--- src/hw/pport_pkg.sv ---
// constants, register map and field layout of the parallel port
// assumes a 32-bit register port with word offsets as printed
package pport_pkg;
    localparam logic [15:0] OFF_CONTROL = 16'he000;
    localparam logic [15:0] OFF_MODE = 16'he010;
    localparam logic [15:0] OFF_ADDRESS = 16'he020;
    localparam logic [15:0] OFF_DATA_OUT = 16'he030;
    localparam logic [15:0] OFF_DATA_IN = 16'he040;
    localparam logic [15:0] OFF_PIN_ENABLE = 16'he050;
    localparam logic [15:0] OFF_STATUS = 16'he060;
    // reserved bits are masked on write
    localparam logic [15:0] CONTROL_MASK = 16'hbffb;
    localparam logic [15:0] MODE_MASK = 16'h7fff;
    localparam logic [15:0] STATUS_RESET = 16'h008e;
    localparam logic [31:0] CONTROL_RESET = 32'h0000_0000;
    // control fields
    localparam int ON_BIT = 15;
    localparam int IDLE_BIT = 13;
    localparam int MUX_LSB = 11;
    localparam int WREN_BIT = 9;
    localparam int RDEN_BIT = 8;
    localparam int CSF_LSB = 6;
    localparam int ALP_BIT = 5;
    localparam int SELECT_TWO_POLARITY_BIT = 4;
    localparam int SELECT_ONE_POLARITY_BIT = 3;
    localparam int WRSP_BIT = 1;
    localparam int RDSP_BIT = 0;
    // mode fields
    localparam int BUSY_BIT = 15;
    localparam int IRQ_MODE_LSB = 13;
    localparam int ADDR_STEP_MODE_LSB = 11;
    localparam int WIDE_BIT = 10;
    localparam int PMODE_LSB = 8;
    localparam int SETUP_LSB = 6;
    localparam int STROBE_LSB = 2;
    localparam int HOLD_LSB = 0;
    localparam int PERIPH_CLK_NS = 5;
    localparam int CLK_NS = 5;
    localparam int CYC_PER_WAIT = (PERIPH_CLK_NS + CLK_NS - 1) / CLK_NS;
    typedef enum logic [4:0] {
        ST_IDLE = 5'b00001,
        ST_ADDR = 5'b00010,
        ST_SETUP = 5'b00100,
        ST_STROBE = 5'b01000,
        ST_HOLD = 5'b10000
    } cyc_state_type;
endpackage

--- src/hw/pport_cfg_if.sv ---
// configuration and cycle handshake between regs and sequencer
// assumes one clock domain
`timescale 1ns/1ps
interface pport_cfg_if;
    logic start;
    logic is_write;
    logic busy;
    logic done;
    logic [3:0] strobe_wait;
    logic [1:0] setup_wait;
    logic [1:0] hold_wait;
    logic mux_addr;
    logic [2:0] phase;
    modport ctl (output start, output is_write, output strobe_wait, output setup_wait,
        output hold_wait, output mux_addr, input busy, input done, input phase);
    modport seq (input start, input is_write, input strobe_wait, input setup_wait,
        input hold_wait, input mux_addr, output busy, output done, output phase);
endinterface

--- src/hw/pport_seq.sv ---
// master cycle sequencer: address, setup, strobe, hold phases
// assumes start only while not busy
`timescale 1ns/1ps
module pport_seq
    import pport_pkg::*;
(
    // clock and reset
    input wire logic clk,
    input wire logic rst,
    // control
    pport_cfg_if.seq cfg
);
    typedef struct packed {
        cyc_state_type st;
        logic [4:0] cnt;
        logic wr;
    } seq_state_type;
    seq_state_type s_r, s_nxt;
    logic [4:0] setup_len, strobe_len, hold_len;
    always_comb
    begin
        // default waits when strobe wait is zero
        if (cfg.strobe_wait == 4'h0) // RULE23
        begin
            setup_len = 5'd1;
            hold_len = s_r.wr ? 5'd1 : 5'd0;
        end
        else
        begin
            setup_len = 5'(cfg.setup_wait) + 5'd1; // RULE20
            hold_len = 5'(cfg.hold_wait) + (s_r.wr ? 5'd1 : 5'd0); // RULE22
        end
        strobe_len = 5'(cfg.strobe_wait) + 5'd1; // RULE21
    end
    always_comb
    begin
        s_nxt = s_r;
        cfg.done = 1'b0;
        case (s_r.st)
            ST_IDLE:
            begin
                if (cfg.start)
                begin
                    s_nxt.wr = cfg.is_write;
                    s_nxt.cnt = 5'd1;
                    s_nxt.st = cfg.mux_addr ? ST_ADDR : ST_SETUP;
                end
            end
            ST_ADDR:
            begin
                if (s_r.cnt >= setup_len)
                begin
                    s_nxt.cnt = 5'd1;
                    s_nxt.st = ST_SETUP;
                end
                else
                    s_nxt.cnt = s_r.cnt + 5'd1;
            end
            ST_SETUP:
            begin
                if (s_r.cnt >= setup_len)
                begin
                    s_nxt.cnt = 5'd1;
                    s_nxt.st = ST_STROBE;
                end
                else
                    s_nxt.cnt = s_r.cnt + 5'd1;
            end
            ST_STROBE:
            begin
                if (s_r.cnt >= strobe_len)
                begin
                    s_nxt.cnt = 5'd1;
                    if (hold_len == 5'd0)
                    begin
                        s_nxt.st = ST_IDLE;
                        cfg.done = 1'b1;
                    end
                    else
                        s_nxt.st = ST_HOLD;
                end
                else
                    s_nxt.cnt = s_r.cnt + 5'd1;
            end
            ST_HOLD:
            begin
                if (s_r.cnt >= hold_len)
                begin
                    s_nxt.st = ST_IDLE;
                    cfg.done = 1'b1;
                end
                else
                    s_nxt.cnt = s_r.cnt + 5'd1;
            end
            default:
                s_nxt.st = ST_IDLE;
        endcase
    end
    always_ff @(posedge clk or posedge rst)
    begin
        if (rst)
            s_r <= '{st: ST_IDLE, cnt: 5'd0, wr: 1'b0};
        else
            s_r <= s_nxt;
    end
    assign cfg.busy = (s_r.st != ST_IDLE); // RULE10
    assign cfg.phase = {s_r.st == ST_ADDR, s_r.st == ST_STROBE, s_r.st == ST_HOLD};

    chk_strobe_len: assert property (@(posedge clk) disable iff (rst) // RULE21
        (s_r.st == ST_STROBE && s_r.cnt < strobe_len) |=> (s_r.st == ST_STROBE))
        else $error("strobe phase broken");
    chk_done_idle: assert property (@(posedge clk) disable iff (rst) // RULE10
        cfg.done |=> !cfg.busy)
        else $error("busy after done");
endmodule

--- src/hw/parallel_master_slave_port.sv ---
// top of the parallel port: registers, pin control, slave buffers
// assumes register port strobes one cycle, never both at once
//
// What this block does
// RULE1: enable bit cleared blocks all bus access
// RULE2: stop-in-idle halts port during device idle
// RULE3: mux select places address on data pins
// RULE4: write strobe pin enable owns that pin
// RULE5: read strobe pin enable owns that pin
// RULE6: select function makes pins selects or address
// RULE7: latch polarity sets both latch strobes
// RULE8: select polarity bits set select levels
// RULE9: polarity and function ignored on address pins
// RULE10: busy flag set during master bus cycle
// RULE11: irq mode one interrupts each cycle end
// RULE12: irq mode two interrupts on buffer three
// RULE13: step mode increments or decrements address
// RULE14: step mode three auto-increments slave buffers; code steps only the unused wptr/rptr, and in mode zero slv_idx stays 00
// RULE15: width bit picks one 16 or 8-bit transfer
// RULE16: mode three master with direction and enable
// RULE17: mode two master with read and write
// RULE18: mode one addressed slave, 8-bit data
// RULE19: mode zero legacy slave, 8-bit data
// RULE20: setup wait one to four cycles
// RULE21: strobe wait one to sixteen cycles
// RULE22: hold wait per direction codes
// RULE23: zero strobe wait forces default setup, hold
// RULE24: select bits excluded from address stepping, except bit 15 under select function 11
// RULE25: data write or read starts a cycle
`timescale 1ns/1ps
module parallel_master_slave_port
    import pport_pkg::*;
(
    // clock and reset
    input wire logic clk,
    input wire logic rst,
    // register port
    input wire logic [15:0] reg_addr,
    input wire logic [31:0] reg_wdata,
    input wire logic reg_wr,
    input wire logic reg_rd,
    output logic [31:0] reg_rdata,
    // device state
    input wire logic device_idle,
    output logic port_irq,
    // parallel pins
    input wire logic [15:0] bus_data_pins_in,
    output logic [15:0] bus_data_pins_out,
    output logic [15:0] bus_data_pins_oe,
    input wire logic [1:0] bus_addr_pins_in,
    output logic [15:0] bus_addr_pins,
    output logic [15:0] bus_addr_pins_oe,
    output logic read_strobe_pin,
    output logic read_strobe_pin_oe,
    input wire logic read_strobe_pin_in,
    output logic write_strobe_pin,
    output logic write_strobe_pin_oe,
    input wire logic write_strobe_pin_in,
    input wire logic select_one_pin_in,
    output logic addr_latch_low_pin,
    output logic addr_latch_high_pin
);
    import pport_pkg::*;
    typedef struct packed {
        logic [15:0] ctl;
        logic [14:0] mode;
        logic [15:0] addr;
        logic [31:0] dout;
        logic [31:0] din;
        logic [15:0] pen;
        logic [7:0][7:0] buf_in;
        logic [3:0][7:0] buf_out;
        logic [3:0] in_full;
        logic [3:0] out_empty;
        logic obe;
        logic ovf;
        logic under;
        logic [1:0] rptr;
        logic [1:0] wptr;
        logic [31:0] rdata;
        logic irq;
        logic [15:0] dq;
        logic [2:0] slv_prev;
    } top_state_type;
    top_state_type s_r, s_nxt;
    pport_cfg_if cfg();
    pport_seq u_seq (
        .clk(clk),
        .rst(rst),
        .cfg(cfg.seq)
    );
    logic on, halted, master, wide;
    logic [1:0] mux, chip_select_function, irq_mode, addr_step_mode, pmode;
    logic slv_rd, slv_wr;
    logic [1:0] slv_idx;
    logic [15:0] stepped;
    always_comb
    begin
        on = s_r.ctl[ON_BIT];
        halted = !on || (s_r.ctl[IDLE_BIT] && device_idle); // RULE1 RULE2
        mux = s_r.ctl[MUX_LSB +: 2];
        chip_select_function = s_r.ctl[CSF_LSB +: 2];
        irq_mode = s_r.mode[IRQ_MODE_LSB +: 2];
        addr_step_mode = s_r.mode[ADDR_STEP_MODE_LSB +: 2];
        pmode = s_r.mode[PMODE_LSB +: 2];
        wide = s_r.mode[WIDE_BIT];
        master = pmode[1]; // RULE16 RULE17
        // external host strobes, chip select active high assumed
        slv_rd = !master && !halted && select_one_pin_in && read_strobe_pin_in && !s_r.slv_prev[0];
        slv_wr = !master && !halted && select_one_pin_in && write_strobe_pin_in && !s_r.slv_prev[1];
        if (pmode == 2'b01) // RULE18
            slv_idx = bus_addr_pins_in;
        else
            slv_idx = 2'b00; // RULE19
    end
    always_comb
    begin
        // keep select bits fixed for select functions 01 and 10; under 11 bit 15 still steps
        stepped = s_r.addr;
        if (addr_step_mode == 2'b01) // RULE13
            stepped = s_r.addr + 16'h0001;
        else if (addr_step_mode == 2'b10)
            stepped = s_r.addr - 16'h0001;
        if (chip_select_function == 2'b10) // RULE24
            stepped[15:14] = s_r.addr[15:14];
        else if (chip_select_function == 2'b01)
            stepped[15] = s_r.addr[15];
    end
    always_comb
    begin
        s_nxt = s_r;
        s_nxt.slv_prev = {1'b0, write_strobe_pin_in, read_strobe_pin_in};
        s_nxt.irq = 1'b0;
        cfg.start = 1'b0;
        cfg.is_write = 1'b0;
        cfg.strobe_wait = s_r.mode[STROBE_LSB +: 4];
        cfg.setup_wait = s_r.mode[SETUP_LSB +: 2];
        cfg.hold_wait = s_r.mode[HOLD_LSB +: 2];
        cfg.mux_addr = (mux != 2'b00); // RULE3
        s_nxt.rdata = 32'h0000_0000;
        if (reg_wr)
        begin
            if (reg_addr == OFF_CONTROL)
                s_nxt.ctl = reg_wdata[15:0] & CONTROL_MASK;
            else if (reg_addr == OFF_MODE)
                s_nxt.mode = reg_wdata[14:0] & MODE_MASK[14:0];
            else if (reg_addr == OFF_ADDRESS)
                s_nxt.addr = reg_wdata[15:0];
            else if (reg_addr == OFF_DATA_OUT)
            begin
                s_nxt.dout = reg_wdata;
                if (master)
                begin
                    cfg.start = !halted && !cfg.busy; // RULE25 RULE1
                    cfg.is_write = 1'b1;
                end
                else
                begin
                    s_nxt.buf_out = reg_wdata;
                    s_nxt.out_empty = 4'h0;
                    s_nxt.obe = 1'b0;
                end
            end
            else if (reg_addr == OFF_DATA_IN)
                s_nxt.din = reg_wdata;
            else if (reg_addr == OFF_PIN_ENABLE)
                s_nxt.pen = reg_wdata[15:0];
            else if (reg_addr == OFF_STATUS)
            begin
                s_nxt.ovf = reg_wdata[14];
                s_nxt.under = reg_wdata[6];
            end
        end
        if (reg_rd)
        begin
            if (reg_addr == OFF_CONTROL)
                s_nxt.rdata = {16'h0000, s_r.ctl};
            else if (reg_addr == OFF_MODE)
                s_nxt.rdata = {16'h0000, cfg.busy, s_r.mode}; // RULE10
            else if (reg_addr == OFF_ADDRESS)
                s_nxt.rdata = {16'h0000, s_r.addr};
            else if (reg_addr == OFF_DATA_OUT)
                s_nxt.rdata = s_r.dout;
            else if (reg_addr == OFF_DATA_IN)
            begin
                if (master)
                begin
                    s_nxt.rdata = s_r.din;
                    cfg.start = !halted && !cfg.busy; // RULE25
                end
                else
                begin
                    s_nxt.rdata = {s_r.buf_in[3], s_r.buf_in[2], s_r.buf_in[1], s_r.buf_in[0]};
                    s_nxt.in_full = 4'h0;
                end
            end
            else if (reg_addr == OFF_PIN_ENABLE)
                s_nxt.rdata = {16'h0000, s_r.pen};
            else if (reg_addr == OFF_STATUS)
                s_nxt.rdata = {16'h0000, &s_r.in_full, s_r.ovf, 2'b00, s_r.in_full,
                    s_r.obe, s_r.under, 2'b00, s_r.out_empty};
        end
        // master cycle: capture during strobe, step address and interrupt at cycle end
        // read data follows the pins while the strobe is active
        if (cfg.phase[1] && !s_r.slv_prev[2])
            s_nxt.din = wide ? {16'h0000, bus_data_pins_in} : {24'h00_0000, bus_data_pins_in[7:0]}; // RULE15
        if (cfg.done)
        begin
            s_nxt.addr = stepped; // RULE13
            s_nxt.irq = (irq_mode == 2'b01); // RULE11
        end
        if (cfg.start)
            s_nxt.slv_prev[2] = cfg.is_write;
        else
            s_nxt.slv_prev[2] = s_r.slv_prev[2];
        // slave accesses from the external host
        if (slv_wr)
        begin
            s_nxt.buf_in[slv_idx] = bus_data_pins_in[7:0];
            if (s_r.in_full[slv_idx])
                s_nxt.ovf = 1'b1; // set wins over clear
            s_nxt.in_full[slv_idx] = 1'b1;
            if (addr_step_mode == 2'b11 && pmode == 2'b00) // RULE14
                s_nxt.wptr = s_r.wptr + 2'b01;
            s_nxt.irq = (irq_mode == 2'b01) || (irq_mode == 2'b10 && slv_idx == 2'b11); // RULE11 RULE12
        end
        if (slv_rd)
        begin
            if (s_r.out_empty[slv_idx])
                s_nxt.under = 1'b1;
            s_nxt.out_empty[slv_idx] = 1'b1;
            s_nxt.obe = &s_nxt.out_empty;
            if (addr_step_mode == 2'b11 && pmode == 2'b00) // RULE14
                s_nxt.rptr = s_r.rptr + 2'b01;
            s_nxt.irq = (irq_mode == 2'b01) || (irq_mode == 2'b10 && slv_idx == 2'b11); // RULE12
        end
        // slave read data driven on pins
        s_nxt.dq = {8'h00, s_r.buf_out[slv_idx]};
        if (master)
        begin
            s_nxt.dq = wide ? s_r.dout[15:0] : {8'h00, s_r.dout[7:0]}; // RULE15
            if (cfg.phase[2])
            begin
                if (mux == 2'b10)
                    s_nxt.dq = s_r.addr; // RULE3
                else if (mux == 2'b11)
                    s_nxt.dq = {8'h00, s_r.addr[7:0]};
                else if (mux == 2'b01)
                    s_nxt.dq = {s_nxt.dq[15:8], s_r.addr[7:0]};
            end
        end
    end
    always_ff @(posedge clk or posedge rst)
    begin
        if (rst)
        begin
            s_r <= '0;
            s_r.in_full <= 4'h0;
            s_r.out_empty <= STATUS_RESET[3:0];
            s_r.obe <= STATUS_RESET[7];
        end
        else
            s_r <= s_nxt;
    end
    // pin drive
    logic act, phase_a, strobe, is_wr, al_lvl;
    logic cs1_act, cs2_act;
    always_comb
    begin
        act = cfg.busy && master && on; // RULE1
        phase_a = cfg.phase[2];
        strobe = cfg.phase[1];
        is_wr = s_r.slv_prev[2];
        al_lvl = s_r.ctl[ALP_BIT]; // RULE7
        cs2_act = chip_select_function[1] || chip_select_function[0];
        cs1_act = (chip_select_function == 2'b10); // RULE6
        bus_data_pins_out = s_r.dq;
        bus_data_pins_oe = 16'h0000;
        if (act && (is_wr || phase_a))
            bus_data_pins_oe = (wide || phase_a) ? 16'hffff : 16'h00ff;
        else if (!master && on && slv_rd)
            bus_data_pins_oe = 16'h00ff;
        bus_addr_pins = s_r.addr;
        if (mux == 2'b01)
            bus_addr_pins[7:0] = s_r.addr[15:8];
        // selects replace address bits with polarity
        if (cs1_act) // RULE9
            bus_addr_pins[14] = act ? s_r.addr[14] ~^ s_r.ctl[SELECT_ONE_POLARITY_BIT] : !s_r.ctl[SELECT_ONE_POLARITY_BIT]; // RULE8
        if (cs2_act)
            bus_addr_pins[15] = act ? s_r.addr[15] ~^ s_r.ctl[SELECT_TWO_POLARITY_BIT] : !s_r.ctl[SELECT_TWO_POLARITY_BIT]; // RULE8
        bus_addr_pins_oe = (master && on) ? s_r.pen : 16'h0000;
        addr_latch_low_pin = (act && phase_a) ? al_lvl : !al_lvl; // RULE7
        addr_latch_high_pin = (act && phase_a && mux != 2'b11) ? al_lvl : !al_lvl;
        if (pmode == 2'b11) // RULE16
        begin
            read_strobe_pin = act ? !is_wr : 1'b1;
            write_strobe_pin = (act && strobe) ^ !s_r.ctl[WRSP_BIT];
        end
        else
        begin
            read_strobe_pin = (act && strobe && !is_wr) ^ !s_r.ctl[RDSP_BIT]; // RULE17
            write_strobe_pin = (act && strobe && is_wr) ^ !s_r.ctl[WRSP_BIT];
        end
        read_strobe_pin_oe = master && on && s_r.ctl[RDEN_BIT]; // RULE5
        write_strobe_pin_oe = master && on && s_r.ctl[WREN_BIT]; // RULE4
    end
    assign reg_rdata = s_r.rdata;
    assign port_irq = s_r.irq;

    chk_busy_start: assert property (@(posedge clk) disable iff (rst) // RULE25
        cfg.start |=> cfg.busy)
        else $error("no busy after start");
    chk_off_quiet: assert property (@(posedge clk) disable iff (rst) // RULE1
        !on |-> !act && read_strobe_pin_oe == 1'b0)
        else $error("access while disabled");
    chk_irq_end: assert property (@(posedge clk) disable iff (rst) // RULE11
        (cfg.done && irq_mode == 2'b01) |=> port_irq)
        else $error("missing cycle interrupt");
    chk_irq_none: assert property (@(posedge clk) disable iff (rst) // RULE11
        (irq_mode == 2'b00) |=> !port_irq)
        else $error("interrupt in mode zero");
    chk_step_up: assert property (@(posedge clk) disable iff (rst) // RULE13
        (cfg.done && addr_step_mode == 2'b01 && chip_select_function == 2'b00 && !reg_wr) |=> s_r.addr == $past(s_r.addr) + 16'h0001)
        else $error("address not incremented");
    chk_cs_fixed: assert property (@(posedge clk) disable iff (rst) // RULE24
        (cfg.done && chip_select_function == 2'b10 && !reg_wr) |=> s_r.addr[15:14] == $past(s_r.addr[15:14]))
        else $error("select bits stepped");
    chk_wr_pin_en: assert property (@(posedge clk) disable iff (rst) // RULE4
        !s_r.ctl[WREN_BIT] |-> !write_strobe_pin_oe)
        else $error("write pin driven while released");
    chk_halt_idle: assert property (@(posedge clk) disable iff (rst) // RULE2
        (s_r.ctl[IDLE_BIT] && device_idle) |-> !cfg.start)
        else $error("cycle started in idle");
endmodule

--- config.mk ---
export PLATFORM = sky130hd
export DESIGN_NAME = parallel_master_slave_port
export DESIGN_NICKNAME = d
export VERILOG_FILES = /design/src/hw/pport_pkg.sv /design/src/hw/pport_cfg_if.sv /design/src/hw/pport_seq.sv /design/src/hw/parallel_master_slave_port.sv
export SDC_FILE = /design/constraint.sdc
export NUM_CORES = 1
export LEC_CHECK = 0
export ABC_AREA = 0
export BUFFER_PORTS_ARGS = -buffer_cell sky130_fd_sc_hd__buf_2
export CAP_MARGIN = 20
export CORE_MARGIN = 3
export CORE_UTILIZATION = 55
export CTS_BUF_LIST = sky130_fd_sc_hd__clkbuf_8
export CTS_CLUSTER_SIZE = 14
export DETAILED_ROUTE_END_ITERATION = 8
export PLACE_DENSITY = 0.8
export SETUP_SLACK_MARGIN = 0.05
export SYNTH_ARGS = -nofsm -noshare
export SYNTH_HDL_FRONTEND = slang
export SYNTH_SLANG_ARGS = --single-unit
--- constraint.sdc ---
create_clock -name clk -period 20.8 [get_ports clk]
set_clock_uncertainty 0.05 [all_clocks]
set_input_delay 4.16 -clock clk [delete_from_list [all_inputs] [get_ports clk]]
set_output_delay 4.16 -clock clk [all_outputs]
set_load 0.05 [all_outputs]
# After elaboration in Yosys (flattened, before gate mapping)
# Index checks and enable logic that the tools add are counted.
# W data, S select, Z words.
[classes] n_addsub=7 eq_ne=46 muxes=124 n_bitwise=13 reduce_logical=71 magnitude_cmp=6
[ops] cell="$mux W32" n=10
[ops] cell="$mux W96" n=3
[ops] cell="$mux W16" n=17
[ops] cell="$eq A16 B16 Y1 const B" n=7
[ops] cell="$mux W80" n=1
[ops] cell="$mux W5" n=13
[ops] cell="$bwmux W64" n=1
[ops] cell="$mux W48" n=1
[ops] cell="$mux W1" n=44
[ops] cell="$mux W8" n=5
[ops] cell="$mux W4" n=8
[ops] cell="$mux W7" n=4
[ops] cell="$logic_and A1 B1 Y1" n=26
[ops] cell="$pmux W5 S5" n=1
[ops] cell="$reduce_and A6 Y1" n=4
[ops] cell="$ne A2 B2 Y1 const B" n=10
[ops] cell="$pmux W5 S4" n=1
[ops] cell="$ne A2 B1 Y1 const B" n=9
[ops] cell="$add A16 B1 Y16 const B" n=1
[ops] cell="$bmux W8 S2" n=1
[ops] cell="$demux W8 S2" n=1
[ops] cell="$eq A2 B2 Y1 const B" n=8
[ops] cell="$sub A16 B1 Y16 const B" n=1
[ops] cell="$ge A5 B5 Y1" n=3
[ops] cell="39 further kinds" n=87
[word_totals] out_inout_bits=103 register_bits=297 inputBits=74

# Logic depth before layout (Yosys ltp)
[depth] ltp_word=19 depth_mapped=14 ltp_nobuf=12

# Hierarchy
# Synthesis repeated with hierarchy kept, for this count alone.
[unflattened] hier_cells=1410 area_unflattened_um2=14244.9
[modules_own_cells] mod="parallel_master_slave_port" cells_each=1272 instances=1 seq_area_each_um2=6311.1 area_each_um2=13010.0
[modules_own_cells] mod="pport_seq" cells_each=138 instances=1 seq_area_each_um2=276.5 area_each_um2=1234.9

# Worst setup path after synthesis
# OpenSTA, ideal clock, no wires.
[synth_timing] path_kind="input-to-output" from="input select_one_pin_in" to="output bus_data_pins_oe[1]" path_slack_ns=10.734 t_required_ns=16.590 path_stages=5 arrival_ns=5.856 cell_sequence="nand2_1 -> a211oi_1 -> nand3b_1 -> o21ai_0 -> buf_4"
[synth_via] elab_chain_cells=6
[synth_rtl] element="start, declared" line="parallel_master_slave_port.sv:59" rtl="input wire logic select_one_pin_in,"
[synth_rtl] element="$logic_and A1 B1 Y1 (3 in series)" line="parallel_master_slave_port.sv:109" rtl="slv_rd = !master && !halted && select_one_pin_in && read_strobe_pin_in && !s_r.slv_prev[0];"
[synth_rtl] element="$logic_and A1 B1 Y1" line="parallel_master_slave_port.sv:281" rtl="else if (!master && on && slv_rd)"
[synth_rtl] element="$mux W8" line="parallel_master_slave_port.sv:281"
[synth_rtl] element="$mux W16" line="parallel_master_slave_port.sv:279" rtl="if (act && (is_wr || phase_a))"
[synth_rtl] element="end, declared" line="parallel_master_slave_port.sv:49" rtl="output logic [15:0] bus_data_pins_oe,"
# Every way passes these cells.

# Final worst setup path
[layout_timing] from="input select_one_pin_in" to="output bus_data_pins_oe[3]"
# Same word-level chain as after synthesis.

==> metrics <==
clock latency on the worst-skew pair=0.57 ns; vias in the first global route=11049; clk buf depth=3; asr flop ratio synth=100%; number of gates resized after CTS=0; Hold Vio Cnt, Final=0; Gate power share=4.3%; Starting Density=56.9%; total negative slack=0 ns; r2r startpoint=master$_DFFE_PP0P_; kind of critical path=in2out; outcome=complete, no violations; adder-cell area share of the yosys netlist=2.90%; pre-CTS setup slack=10.52 ns; Syn Area/Cell=10.4 sq um; Die W=166 microns; cts bufs inserted=44; Synth Area in Simple Gates=14.5%; Hold Path Stages=2; Compound-Gate Fraction of Synth Area=12.9%; # H-tree levels=2; r2r setup slk=16.77 ns; total global routing overflow=0; Vias=11352; YS warnings=0; R2R depth=7; first-pass GRT wire length=65600 microns; largest net degree at the start of global routing=124; Hold WC Path Type=reg2reg; synthesized area=14100 sq um; multi-input logic area=6600 sq um; Clk pwr share=46.5%; Max-cap violations=0; site row count=57; Util after Layout=63.1%; Worst setup EP type=output port; Clock Tree Root=clkbuf_8; HPWL after detailed placement=29500 microns; Final period util=49.8%; main combinational cell family by area after synthesis=multiplexers; register area share after synthesis=46.8%; Min-Delay Endpoint=s_r[233]$_DFFE_PP0P_; number of DRC markers in iteration 0=1478; post-synthesis register bit count=263; ys flop type=dfrtp_1; sum of routed wire length over all layers=42400 microns; mux share of post-synthesis cell area=15.4%; Power Density=66.8 nW/um^2; clock-pin slew on the worst setup and hold paths=0.05 ns; smallest hold slack=0.417 ns; Post-synth EDFFs=0; post-synthesis net count=1465; LEAKAGE=7.62 nW; fin nets=1559; sequential power share=49.2%; Synth Instances=1359; Setup WS post-layout=10.45 ns; GRT Overall Usage=30.2%; Max FO, Critical Path=8; commonest non-fill, non-tap cell in the layout=dfrtp_1; Synth cell types=70; Layout area overhead=11.0%; Via-to-Cell Ratio=6.28; Hold Startpoint=s_r[233]$_DFFE_PP0P_; Max Fclk=96.6 MHz; ANT nets after route=0; FF+latch area=6590 sq um; share of cells above drive strength 1=29.0%; Core Region=24700 sq um; gpl congestion=0.924; antenna violations before repair=0; Die Area=27500 sq um; Worst-Margin Slew=1.02 ns; RSZ-0062 raised after global routing=no; Port Buf Inserts=176; # Post-CTS Setup Buffers=0; startpoint types=input pin; Sw Share=24.0%; most frequent cells in the layout=dfrtp_1 (257), nand2_1 (185), buf_2 (176); Sink Count=263; Die Y=166 microns; Relative slew margins=31.6%; CP Data Arrival Time=6.14 ns; # setup viols final=0; CTS Hold Buffers Added=0; TritonRoute pass-1 iters=6; Pint=0.792 mW; Synth Area in XOR/XNOR=1.18%; Reg-to-Reg End=s_r[116]$_DFFE_PP0P_; sw power=0.250 mW; Residual DRC=0; Slew Limit Fails=0; Tmin final=10.35 ns; critical path required time=16.59 ns; CTS tree=yes; I/O Pins=177; Peak VDD IR=47.5 uV; drt wl/cell=23.4 microns; # fillers=2012
[power groups by stage]
| stage | Clock (mW) | Combinational [mW] | Sequential [mW] |
|---|---|---|---|
| after floorplan | 0 | 0.0191 | 0.522 |
| after global placement | 0 | 0.0441 | 0.522 |
| after detailed placement | 0 | 0.0443 | 0.522 |
| after CTS | 0.488 | 0.0445 | 0.513 |
| after global routing | 0.514 | 0.0485 | 0.512 |
| final | 0.484 | 0.0453 | 0.513 |
[metal layers]
| metal | up-vias | share of wire, % | GRT usage [%] |
|---|---|---|---|
| li1 | 4977 | - | - |
| met1 | 5580 | 42 | 44.9 |
| met2 | 683 | 44 | 44.9 |
| met3 | 112 | 11 | 5.36 |
| met4 | 0 | 3.5 | 11.0 |
| met5 | - | 0 | 0 |
[how the worst max path moves through the flow]
| stage | start | end | slack [ns] | depth (start not counted) |
|---|---|---|---|---|
| floorplan | rst | addr_step_mode[0]$_DFFE_PP0P_ | 9.36 | 1 |
| global placement | select_one_pin_in | bus_data_pins_oe[0] | 10.56 | 6 |
| detailed placement | select_one_pin_in | bus_data_pins_oe[2] | 10.52 | 6 |
| CTS | select_one_pin_in | bus_data_pins_oe[2] | 10.53 | 6 |
| global route | select_one_pin_in | bus_data_pins_oe[6] | 10.36 | 6 |
| finish | select_one_pin_in | bus_data_pins_oe[3] | 10.45 | 6 |
[state kept, by name (all words and copies together) (netlist names), 2 cells and up]
register	cells
s_r	176
reg_rdata	32
bus_data_pins_out	16
u_seq.s_r	11
bus_addr_pins	6
cfg.strobe_wait	4
addr_step_mode	2
cfg.hold_wait	2
cfg.setup_wait	2
chip_select_function	2
irq_mode	2
mux	2
[synth_stat cells (all sizes together), types with 20 or more instances]
| master | number | area (sq um) |
|---|---|---|
| o21ai | 69 | 345 |
| a31oi | 29 | 181 |
| nor2 | 100 | 385 |
| mux2i | 35 | 350 |
| a22oi | 27 | 203 |
| nand2 | 187 | 707 |
| dfrtp | 258 | 6460 |
| nand3 | 28 | 140 |
| mux2 | 139 | 1570 |
| and3 | 24 | 150 |
| clkbuf | 48 | 180 |
| a21oi | 54 | 282 |
| buf | 94 | 646 |
| ha | 31 | 388 |
| a22o | 20 | 175 |
[layout make-up]
| type | instances | area share, % |
|---|---|---|
| antenna | 1 | 0.0160 |
| sequential | 263 | 42.2 |
| timing repair buffer | 190 | 6.47 |
| multi-input combinational | 937 | 42.3 |
| tap | 324 | 2.60 |
| inverter | 17 | 0.457 |
| clock inverter | 21 | 1.06 |
| clock buffer | 56 | 4.94 |
[critical path: stages]
cell and delay [ns]:
buf_2 0.07, nand2_1 0.04, a211oi_1 0.60, nand3b_1 0.45, o21ai_0 0.42, buf_2 0.39
[stage by stage]
stage          area [sq um]  total power [mW]  instances
2_1_floorplan         14100             0.541       1359
3_3_place_gp          14600             0.566       1729
3_5_place_dp          14600             0.566       1729
4_1_cts               15600              1.05       1806
5_1_grt               15600              1.08       1808
6_report              15600              1.04       1809
[cell families (layout without fill, tap and decap cells)]
kind of cell,Yosys count,after routing
adder cells (fa/ha/maj),32,32
XOR/XNOR,19,19
AND/OR/NAND/NOR,430,430
multiplexers,185,185
AO/OA/AOI/OAI,271,271
other,0,1
flip-flops,263,263
buffers and inverters,159,284
Power figures use the tool's default switching activity.
